==> src/rtl/ars_pkg.sv <==
// Package for the accumulator round, write saturation and barrel shifter block.
// Assumes one core clock; all users import the whole package.
package ars_pkg;

    localparam int ARS_ACC_W  = 40;
    localparam int ARS_WORD_W = 16;
    localparam int ARS_AMT_W  = 6;

    // Accumulator bit positions
    localparam int ARS_RND_BIT  = 15;
    localparam int ARS_HI_LSB   = 16;
    localparam int ARS_HI_MSB   = 31;
    localparam int ARS_SIGN_BIT = 39;

    // Saturation limits, rounding, write-back pointer and shifter constants
    localparam logic [15:0] ARS_SAT_POS   = 16'h7FFF;
    localparam logic [15:0] ARS_SAT_NEG   = 16'h8000;
    localparam logic [15:0] ARS_LSW_HALF  = 16'h8000;
    localparam logic [23:0] ARS_ONE_24    = 24'h00_0001;
    localparam logic [15:0] ARS_PTR_STEP  = 16'h0002;
    localparam logic [15:0] ARS_PTR_RST   = 16'h0000;
    localparam logic [5:0]  ARS_AMT_ONE   = 6'h01;
    localparam logic [5:0]  ARS_AMT_ZERO  = 6'h00;
    localparam logic [5:0]  ARS_SHIFT_MAX = 6'h10;
    localparam logic [7:0]  ARS_X_EXT_0   = 8'h00;
    localparam logic [15:0] ARS_X_PAD_0   = 16'h0000;
    localparam logic [23:0] ARS_X_PAD_L   = 24'h00_0000;

    // Round mode encoding: one means conventional (biased)
    localparam logic ARS_RND_CONV = 1'b1;

    typedef logic [ARS_ACC_W-1:0]  ars_acc_t;
    typedef logic [ARS_WORD_W-1:0] ars_word_t;

    typedef enum logic [2:0] {
        ARS_OP_TRUNC = 3'b001,
        ARS_OP_ROUND = 3'b010,
        ARS_OP_MACWB = 3'b100
    } ars_store_op_t;

    typedef enum logic [2:0] {
        ARS_SRC_A = 3'b001,
        ARS_SRC_B = 3'b010,
        ARS_SRC_X = 3'b100
    } ars_src_t;

    typedef struct packed {
        logic round_mode_select;
        logic write_saturate_enable;
    } ars_ctrl_t;

    localparam ars_ctrl_t ARS_CTRL_RST = '{round_mode_select: 1'b0, write_saturate_enable: 1'b0};

    typedef struct packed {
        logic          valid;
        ars_store_op_t op;
        logic          acc_sel;
        logic          indirect;
        ars_word_t     addr;
    } ars_store_req_t;

    typedef struct packed {
        logic            valid;
        ars_src_t        src;
        logic            arith;
        logic [5:0]      amount;
        ars_word_t       xdata;
    } ars_shift_req_t;

    typedef struct packed {
        logic      valid;
        ars_word_t addr;
        ars_word_t data;
    } ars_xwr_t;

    typedef struct packed {
        logic      valid;
        ars_acc_t  acc;
        ars_word_t word;
    } ars_shift_res_t;

endpackage : ars_pkg

==> src/rtl/ars_round_sat.sv <==
// Combinational round and data-space write saturation of one accumulator.
// Assumes the caller registers the result; no state inside.
`timescale 1ns/1ps
`default_nettype none

module ars_round_sat
    import ars_pkg::*;
(
    input  wire logic      i_acc_sign_unused_n,
    input  wire ars_acc_t  i_acc,
    input  wire logic      i_round_en,
    input  wire logic      i_convergent,
    input  wire logic      i_sat_en,
    output var  ars_word_t o_word
);

    logic        inc;
    logic [23:0] sum;
    logic        ovf_pos;
    logic        ovf_neg;

    always_comb
    begin
        inc = 1'b0;
        if (i_round_en)
        begin
            inc = i_acc[ARS_RND_BIT];                                         // [RULE_04]
            if (i_convergent && (i_acc[ARS_RND_BIT:0] == ARS_LSW_HALF))
            begin
                inc = i_acc[ARS_HI_LSB];                                      // [RULE_05]
            end
        end
    end

    // 24-bit sum keeps the round adder carry visible to saturation
    assign sum = i_acc[ARS_SIGN_BIT:ARS_HI_LSB] + (inc ? ARS_ONE_24 : '0);   // [RULE_02] [RULE_03]

    assign ovf_pos = !i_acc[ARS_SIGN_BIT] && (sum[23:ARS_RND_BIT] != '0);     // [RULE_09] [RULE_12]
    assign ovf_neg = i_acc[ARS_SIGN_BIT] && (sum[23:ARS_RND_BIT] != '1);      // [RULE_09] [RULE_12]

    always_comb
    begin
        o_word = sum[ARS_RND_BIT:0];                                          // [RULE_13]
        if (i_sat_en && ovf_pos)
        begin
            o_word = ARS_SAT_POS;                                             // [RULE_10]
        end
        else if (i_sat_en && ovf_neg)
        begin
            o_word = ARS_SAT_NEG;                                             // [RULE_11]
        end
    end

endmodule : ars_round_sat

`default_nettype wire

==> src/rtl/ars_store_shift.sv <==
// Accumulator store path (round, write saturation) and 40-bit barrel shifter.
// Assumes accumulators and requests come from core control, synchronous to i_clk.
//
// Operation
// [RULE_01] Control bit picks conventional or convergent rounding for stores.
// [RULE_02] Rounding yields a 16-bit 1.15 word for saturation, combinationally.
// [RULE_03] Without rounding, store high word truncated; low word discarded.
// [RULE_04] Conventional: add accumulator bit 15 to the high word.
// [RULE_05] Convergent: low word exactly 0x8000 increments only if bit 16 set.
// [RULE_06] Truncated and rounded stores write memory over X bus after saturation.
// [RULE_07] Multiply-accumulate write-back is always rounded, through X write bus; direct write-back only loads the pointer register.
// [RULE_08] Write saturation changes only the written word, never the accumulator.
// [RULE_09] Saturation uses round word plus accumulator and round-adder overflow.
// [RULE_10] Saturation on: values above 0x007FFF written as 0x7FFF.
// [RULE_11] Saturation on: values below 0xFF8000 written as 0x8000.
// [RULE_12] Sign of the tested value comes from accumulator bit 39.
// [RULE_13] Saturation off: word passes to memory unmodified.
// [RULE_14] Shifter does right (arith/logic) or left shifts up to 16, one cycle.
// [RULE_15] Shifter operand is accumulator A, B or X data bus.
// [RULE_16] Signed amount: positive right, negative left, zero unchanged.
// [RULE_17] Shifter is 40 bits wide; 40-bit and 16-bit results.
// [RULE_18] X data enters at bits 16..31 for right, 0..15 for left.
// [RULE_19] Write-back goes to pointer register or its target, then pointer plus 2.
// [RULE_20] Core keeps shift amounts within plus or minus 16.
`timescale 1ns/1ps
`default_nettype none

module ars_store_shift
    import ars_pkg::*;
(
    input  wire logic           i_clk,
    input  wire logic           i_rstn,
    input  wire ars_acc_t       i_acc_a,
    input  wire ars_acc_t       i_acc_b,
    input  wire logic           i_ctrl_wr,
    input  wire ars_ctrl_t      i_ctrl,
    input  wire logic           i_wbptr_wr,
    input  wire ars_word_t      i_wbptr_data,
    input  wire ars_store_req_t i_store,
    input  wire ars_shift_req_t i_shift,
    output var  ars_ctrl_t      o_ctrl,
    output var  ars_word_t      o_wbptr,
    output var  ars_xwr_t       o_xwr,
    output var  ars_shift_res_t o_shift
);

    ars_ctrl_t      core_control_reg;
    ars_word_t      writeback_pointer_reg;
    ars_word_t      writeback_pointer_next;
    ars_xwr_t       xwr_reg;
    ars_xwr_t       xwr_next;
    ars_shift_res_t shift_reg;
    ars_shift_res_t shift_next;

    ars_acc_t       src_acc;
    logic           round_en;
    logic           convergent;
    ars_word_t      store_word;

    ars_acc_t       shift_op;
    ars_acc_t       shift_res;
    logic           shift_left;
    logic [5:0]     shift_mag;

    // ------------------------------------------------------------
    // Control register
    // ------------------------------------------------------------
    always_ff @(posedge i_clk or negedge i_rstn)
    begin
        if (!i_rstn)
        begin
            core_control_reg <= ARS_CTRL_RST;
        end
        else if (i_ctrl_wr)
        begin
            core_control_reg <= i_ctrl;
        end
    end

    // ------------------------------------------------------------
    // Store path
    // ------------------------------------------------------------
    // Accumulators are only read here, so saturation never reaches them
    assign src_acc = i_store.acc_sel ? i_acc_b : i_acc_a;                      // [RULE_08]

    always_comb
    begin
        round_en = 1'b0;
        case (i_store.op)
            ARS_OP_ROUND: round_en = 1'b1;                                    // [RULE_06]
            ARS_OP_MACWB: round_en = 1'b1;                                    // [RULE_07]
            default:      round_en = 1'b0;                                    // [RULE_03]
        endcase
    end

    assign convergent = (core_control_reg.round_mode_select != ARS_RND_CONV); // [RULE_01]

    ars_round_sat u_round_sat
    (
        .i_acc_sign_unused_n (1'b1),
        .i_acc               (src_acc),
        .i_round_en          (round_en),
        .i_convergent        (convergent),
        .i_sat_en            (core_control_reg.write_saturate_enable),
        .o_word              (store_word)
    );

    // Write-back update beats a same-cycle core load of the pointer
    always_comb
    begin
        xwr_next               = '0;
        writeback_pointer_next = writeback_pointer_reg;
        if (i_wbptr_wr)
        begin
            writeback_pointer_next = i_wbptr_data;
        end
        if (i_store.valid)
        begin
            case (i_store.op)
                ARS_OP_TRUNC, ARS_OP_ROUND:
                begin
                    xwr_next.valid = 1'b1;                                    // [RULE_06]
                    xwr_next.addr  = i_store.addr;
                    xwr_next.data  = store_word;
                end
                ARS_OP_MACWB:
                begin
                    if (i_store.indirect)
                    begin
                        xwr_next.valid         = 1'b1;                        // [RULE_07]
                        xwr_next.addr          = writeback_pointer_reg;       // [RULE_19]
                        xwr_next.data          = store_word;
                        writeback_pointer_next = writeback_pointer_reg + ARS_PTR_STEP; // [RULE_19]
                    end
                    else
                    begin
                        writeback_pointer_next = store_word;                  // [RULE_19]
                    end
                end
                default:
                begin
                    xwr_next.valid = 1'b0;
                end
            endcase
        end
    end

    always_ff @(posedge i_clk or negedge i_rstn)
    begin
        if (!i_rstn)
        begin
            xwr_reg <= '0;
        end
        else
        begin
            xwr_reg <= xwr_next;
        end
    end

    always_ff @(posedge i_clk or negedge i_rstn)
    begin
        if (!i_rstn)
        begin
            writeback_pointer_reg <= ARS_PTR_RST;
        end
        else
        begin
            writeback_pointer_reg <= writeback_pointer_next;
        end
    end

    // ------------------------------------------------------------
    // Barrel shifter
    // ------------------------------------------------------------
    assign shift_left = i_shift.amount[ARS_AMT_W-1];                          // [RULE_16]
    // Magnitudes past 16 are not trimmed; core keeps them in range
    assign shift_mag  = shift_left ? 6'(~i_shift.amount + ARS_AMT_ONE)
                                   : i_shift.amount;                          // [RULE_20]

    always_comb
    begin
        shift_op = i_acc_a;
        case (i_shift.src)
            ARS_SRC_A: shift_op = i_acc_a;                                    // [RULE_15]
            ARS_SRC_B: shift_op = i_acc_b;                                    // [RULE_15]
            ARS_SRC_X:
            begin
                if (shift_left)
                begin
                    shift_op = {ARS_X_PAD_L, i_shift.xdata};                  // [RULE_18]
                end
                else if (i_shift.arith)
                begin
                    shift_op = {{8{i_shift.xdata[ARS_WORD_W-1]}}, i_shift.xdata, ARS_X_PAD_0}; // [RULE_18]
                end
                else
                begin
                    shift_op = {ARS_X_EXT_0, i_shift.xdata, ARS_X_PAD_0};     // [RULE_18]
                end
            end
            default: shift_op = i_acc_a;
        endcase
    end

    always_comb
    begin
        if (shift_left)
        begin
            shift_res = shift_op << shift_mag;                                // [RULE_14]
        end
        else if (i_shift.arith)
        begin
            shift_res = ARS_ACC_W'($signed(shift_op) >>> shift_mag);          // [RULE_14]
        end
        else
        begin
            shift_res = shift_op >> shift_mag;                                // [RULE_14]
        end
    end

    always_comb
    begin
        shift_next       = '0;
        shift_next.valid = i_shift.valid;
        shift_next.acc   = shift_res;                                         // [RULE_17]
        if (shift_left)
        begin
            shift_next.word = shift_res[ARS_WORD_W-1:0];                      // [RULE_17]
        end
        else
        begin
            shift_next.word = shift_res[ARS_HI_MSB:ARS_HI_LSB];               // [RULE_17]
        end
    end

    // Result registered: one cycle per shift
    always_ff @(posedge i_clk or negedge i_rstn)
    begin
        if (!i_rstn)
        begin
            shift_reg <= '0;
        end
        else
        begin
            shift_reg <= shift_next;                                          // [RULE_14]
        end
    end

    assign o_ctrl  = core_control_reg;
    assign o_wbptr = writeback_pointer_reg;
    assign o_xwr   = xwr_reg;
    assign o_shift = shift_reg;

    logic      st_go;
    logic      sat_on;
    logic      conv_mode;
    logic      hi_ovf_pos;
    logic      hi_ovf_neg;
    ars_word_t hi_word;

    assign st_go      = i_store.valid;
    assign sat_on     = core_control_reg.write_saturate_enable;
    assign conv_mode  = core_control_reg.round_mode_select == ARS_RND_CONV;
    assign hi_word    = src_acc[ARS_HI_MSB:ARS_HI_LSB];
    assign hi_ovf_pos = !src_acc[ARS_SIGN_BIT] && (src_acc[ARS_SIGN_BIT:ARS_HI_MSB] != '0);
    assign hi_ovf_neg = src_acc[ARS_SIGN_BIT] && (src_acc[ARS_SIGN_BIT:ARS_HI_MSB] != '1);
endmodule : ars_store_shift

`default_nettype wire

==> config.mk <==
export PLATFORM = sky130hd
export DESIGN_NAME = ars_store_shift
export DESIGN_NICKNAME = d
export VERILOG_FILES = /design/src/rtl/ars_pkg.sv /design/src/rtl/ars_round_sat.sv /design/src/rtl/ars_store_shift.sv
export SDC_FILE = /design/constraint.sdc
export NUM_CORES = 1
export LEC_CHECK = 0
export ABC_AREA = 1
export BUFFER_PORTS_ARGS = -buffer_cell sky130_fd_sc_hd__buf_2
export CORE_UTILIZATION = 50
export DETAILED_ROUTE_END_ITERATION = 8
export GPL_TIMING_DRIVEN = 0
export PLACE_DENSITY = 0.81
export SLEW_MARGIN = 20
export SYNTH_ARGS = -nofsm -noshare
export SYNTH_HDL_FRONTEND = slang
export SYNTH_HIERARCHICAL = 1
export SYNTH_SLANG_ARGS = --single-unit
==> constraint.sdc <==
create_clock -name i_clk -period 3.5 [get_ports i_clk]
set_input_delay 0.35 -clock i_clk [delete_from_list [all_inputs] [get_ports i_clk]]
set_output_delay 0.35 -clock i_clk [all_outputs]
set_load 0.02 [all_outputs]
# After elaboration in Yosys (flattened, before gate mapping)
# Cells that the tools add are included.
# totals
regBits	108
inputBits	151
output_inout_bits	108
wordCells	55
# classes
addsub	3
n_eq_ne	7
n_shift	3
n_mux	22
bitwise_logic	2
n_reduce_logical	9
# op_table
cell	count
$mux W40	5
$mux W16	7
$pmux W40 S2	1
$mux W33	2
$pmux W32 S2	1
$shl A40 B6 Y40	1
$shr A40 B6 Y40	1
$sshr A40 B6 Y40	1
$add A24 B24 Y24	1
$add A16 B2 Y16 const B	1
$eq A16 B16 Y1 const B	1
$ne A9 B9 Y1 const B	1
$reduce_bool A9 Y1	1
$add A6 B1 Y6 const B	1
$eq A3 B2 Y1 const B	2
$eq A3 B3 Y1 const B	2
$mux W6	1
$not A6 Y6	1
$logic_and A1 B1 Y1	5
$mux W1	4
$reduce_or A2 Y1	2
$eq A3 B1 Y1 const B	1
$pmux W1 S2	1
$logic_not A1 Y1	1
$not A1 Y1	1

# Logic depth before layout (Yosys ltp)
# logic_depth
word_depth	15
depth_mapped	29
mapped_depth_nobuf	27

# Hierarchy
# Netlist, hierarchy kept.
# modules_own_cells
mod	n_inst	cells_per_inst	area_per_inst_um2	seq_area_each_um2
ars_store_shift	1	1693	10202.3	2702.6
ars_round_sat	1	224	1221.2	0.0

# Least setup slack after synthesis
# OpenSTA, ideal clock, no wires.
# synth_path
path_type	input-to-reg
from	input i_store[17] in the netlist's numbering
to	register writeback_pointer_reg[5], in the netlist o_wbptr[5]
setup_ps	139
arrival_ps	3219
required_ps	3361
slack_ps	141
cell_stages	26
n_path_buf	3
path_cell_list	clkbuf_1 > clkbuf_1 > o21ai_0 > nor4_1 > nand2_1 > o211ai_1 > inv_1 > ha_1 > ha_1 > inv_1 > nor2_1 > nand2_1 > nor2_4 > nand2_1 > nand2_1 > nand2_2 > nand2_2 > nor2_2 > a21oi_4 > inv_4 > buf_12 > nand2_2 > inv_1 > a21oi_1 > o21ai_0 > o21ai_0
# synth_between
elab_chain_cells	15
elab_cells_between_ends	19
classes_between	add/sub: 1; eq/ne: 2; mux: 9; reduce/logical: 7
# synth_rtl
element	line	source
start: declaration	ars_store_shift.sv:39	input wire ars_store_req_t i_store,
$mux W40 *	ars_store_shift.sv:84	assign src_acc = i_store.acc_sel ? i_acc_b : i_acc_a;
via src_acc[3]	ars_store_shift.sv:55	ars_acc_t src_acc;
$eq A16 B16 Y1 *	ars_round_sat.sv:28	if (i_convergent && (i_acc[ARS_RND_BIT:0] == ARS_LSW_HALF))
$logic_and A1 B1 Y1 *	ars_round_sat.sv:28	
$mux W1 *	ars_round_sat.sv:28	
$mux W1 *	ars_round_sat.sv:25	if (i_round_en)
$mux W1 *	ars_round_sat.sv:36	assign sum = i_acc[ARS_SIGN_BIT:ARS_HI_LSB] + (inc ? ARS_ONE_24 : '0);
$add A24 B24 Y24 *	ars_round_sat.sv:36	
(+2 left out)	n/a	
$logic_and A1 B1 Y1	ars_round_sat.sv:48	else if (i_sat_en && ovf_neg)
$mux W16	ars_round_sat.sv:48	
$mux W16 *	ars_round_sat.sv:44	if (i_sat_en && ovf_pos)
via store_word[5]	ars_store_shift.sv:58	ars_word_t store_word;
$mux W16 *	ars_store_shift.sv:128	if (i_store.indirect)
$mux W16 *	ars_store_shift.sv:119	case (i_store.op)
$mux W16 *	ars_store_shift.sv:117	if (i_store.valid)
via writeback_pointer_next[5]	ars_store_shift.sv:49	ars_word_t writeback_pointer_next;
end signal: assignment	ars_store_shift.sv:168	writeback_pointer_reg <= writeback_pointer_next;
end: declaration	ars_store_shift.sv:48	ars_word_t writeback_pointer_reg;
# Mark *: on every way through the listed nets, which the timed path passes. The rest lies on a longest branch.
# A chain may end at the register's enable or synchronous reset.

# Final worst setup path
# layout_path
from	register core_control_reg, in the netlist conv_mode
to	register writeback_pointer_reg[8], in the netlist o_wbptr[8]
# layout_between
elab_chain_cells	14
elab_cells_between_ends	17
classes_between	add/sub: 1; eq/ne: 1; mux: 8; bitwise: 1; reduce/logical: 6
# layout_rtl
element	line	source
start: declaration	ars_store_shift.sv:47	ars_ctrl_t core_control_reg;
start signal: assignment	ars_store_shift.sv:76	core_control_reg <= i_ctrl;
$not A1 Y1 *	ars_store_shift.sv:96	assign convergent = (core_control_reg.round_mode_select != ARS_RND_CONV);
via convergent	ars_store_shift.sv:57	logic convergent;
$logic_and A1 B1 Y1 *	ars_round_sat.sv:28	
$mux W1 *	ars_round_sat.sv:28	
$mux W1 *	ars_round_sat.sv:25	
$mux W1 *	ars_round_sat.sv:36	
$add A24 B24 Y24 *	ars_round_sat.sv:36	
$ne A9 B9 Y1	ars_round_sat.sv:39	assign ovf_neg = i_acc[ARS_SIGN_BIT] && (sum[23:ARS_RND_BIT] != '1);
$logic_and A1 B1 Y1	ars_round_sat.sv:39	
$logic_and A1 B1 Y1	ars_round_sat.sv:48	
$mux W16	ars_round_sat.sv:48	
$mux W16 *	ars_round_sat.sv:44	
via store_word[8]	ars_store_shift.sv:58	
$mux W16 *	ars_store_shift.sv:128	
$mux W16 *	ars_store_shift.sv:119	
$mux W16 *	ars_store_shift.sv:117	
via writeback_pointer_next[8]	ars_store_shift.sv:49	
# Marks and branches as above.

==> flow_summary.ini <==
[cells_and_area]
num-fill-cells = 2214
layout_common_cells = nand2_1, nand3_1, buf_2
utilization_pct = 61.2
final_cells = 2468
layout.nets = 2339
diodes = 0
drive_above_1_share_pct = 20.1
final_area_sq_um = 13500
final_common_cell = nand2_1
area_delta_synth_final_pct = 18.5

[global_route]
grt_pass1_vias = 14100
grt_pass1_wl_mm = 83.8
use_met1_pct = 62.1
antenna_found_initial = 0
use_met3_pct = 14.1
grt_use_total_pct = 47.2
met2_usage_pct = 69.5
grt_max_degree = 84
gr-max-usage-layer = met2
overflow = 0

[yosys]
synth-warning-count = 6
netlist_area_sq_um = 11400
synth_cells = 1916
syn_area_per_cell_sq_um = 5.96
synth_fp_nets = 2072

[sta]
report.final.slew_viol_count = 0
period_needed_ns = 3.36
skew_ns = 0.0146
setup_viol = 0
finalCritPeriodShare_pct = 96.1
hold_violations = 0
tightest_slew_ns = 0.797
fmax_mhz = 297
relSlewSlack_pct = 46.9
setup_ws_ns = 0.136

[critical_path]
critPathMostFrequentCell = nand2_1
reg2reg_depth = 25
cp_data_arrival_time_ns = 3.64
endpoint_kind = register
critPathKind = register to register
critPathLaunchType = register
critical_path.max_stage_delay_ns = 0.40
critPathMaxFanout = 10
required_ns = 3.77
slowest_stage = dfrtp_1

[place]
dpl.hpwl_mm = 45.8
place_congestion = 1.14
pre_cts_ws_ns = -0.840
dpl_cell_area_sq_um = 13100
port_buffers = 254
dp_cells = 2451

[power_and_ir_drop]
switching_share_pct = 47.5
p_per_area_nw_per_um2 = 396
power.switching_w = 0.00254
seqPwrFrac_pct = 27.6
combPwrFrac_pct = 50.1
design_power_total_w = 0.00535
power.internal_w = 0.00281
power_frac_clock_pct = 22.3
power_leakage_nw = 7.10
peakVddDrop_v = 0.000213

[cts]
clk_pin_slew_ns = 0.09
clock-sinks = 108
cts_tree = done
ctsHtreeMaxLevel = 3
cts_buffers = 9
clk_path_buf_depth = 2
root_buffer = clkbuf_16
clock_latency_ns = 0.38

[drt]
first_pass_iters = 7
final_antenna_net_count = 0
drc_errors = 0
dr.first_iter.drc_count = 2495
num_vias = 15700
routedWlPerCell_um = 22.8
via_per_inst = 6.37
routed_wl_mm = 56.2

[worst_hold_path]
hold_path_depth = 1
holdCritPathClass = primary input to register

[flow_run]
maxCapViolCount = 0

[floorplan]
dieArea_sq_um = 23400
rows = 54
core_area_sq_um = 22100
die_w_um = 153
start_util_pct = 51.7
io_pins = 259
die_h_um = 153

[status]
status = finished, final reports clean
==> critical path, delay by kind of cell (launching register included) <==
kind	cells	cell delay, ns
buffers and inverters	5	0.49
adders and majority gates	2	0.43
DFF	1	0.40
AOI/OAI and AO/OA	4	0.64
and+or+nand+nor	14	1.28
==> power groups by stage <==
| stage | combinational [W] | clock (W) | sequential [W] |
|---|---|---|---|
| floorplan | 0.00136 | 0 | 0.00170 |
| global placement | 0.00249 | 0 | 0.00150 |
| detailed placement | 0.00251 | 0 | 0.00150 |
| CTS | 0.00253 | 0.00119 | 0.00148 |
| global route | 0.00282 | 0.00123 | 0.00149 |
| finish | 0.00268 | 0.00119 | 0.00148 |
==> sequential cells by signal, indices dropped and copies added, names as in the netlist <==
signal / cells
conv_mode: 1
sat_on: 1
o_wbptr: 16
o_xwr: 33
o_shift: 57
==> per-stage QoR <==
stage / TNS [ns] / hold WS [ns]
floorplan: 0 / 0.0544
global placement: -44.94 / 0.462
detailed placement: -49.32 / 0.226
CTS: 0 / 0.0785
global route: -0.0118 / 0.0802
finish: 0 / 0.0734
==> path summary, 6_finish.rpt <==
check	startpoint	end	slack [ns]
worst max-delay path	conv_mode	o_wbptr[8]	0.14
worst min-delay path	i_shift[26]	o_shift[56]	0.07
worst max register to register	conv_mode	o_wbptr[8]	0.14
worst min register to register	o_wbptr[8]	o_xwr[24]	0.58
max in group asynchronous	i_rstn	o_xwr[10]	2.40
min in group asynchronous	i_rstn	o_shift[6]	0.41
==> layer usage <==
metal	vias up	part of all wire, %
li1	6957	-
met1	7071	38
met2	1453	41
met3	240	15
met4	0	6.2
met5	-	0
==> final cells by class <==
type                    count  area, sq um  area share (%)
flip-flops and latches    108         2700            20.0
plain buffers             107          553            4.09
multi-input cells        1583         7820            57.8
well taps                 280          350            2.59
clock inverters             7          116           0.860
repair buffers            257         1320            9.77
inverters                 117          442            3.26
clock buffers               9          225            1.66
==> repair_timing <==
item / in CTS / in global routing
hold buffers: 1 / 0
endpoints found under the setup margin: 84 / 69
pin swaps: 0 / 3
endpoints found under the hold margin: 25 / 0
setup buffers: 0 / 1
gates resized for setup: 16 / 25
(Power assumes the default switching activity.)
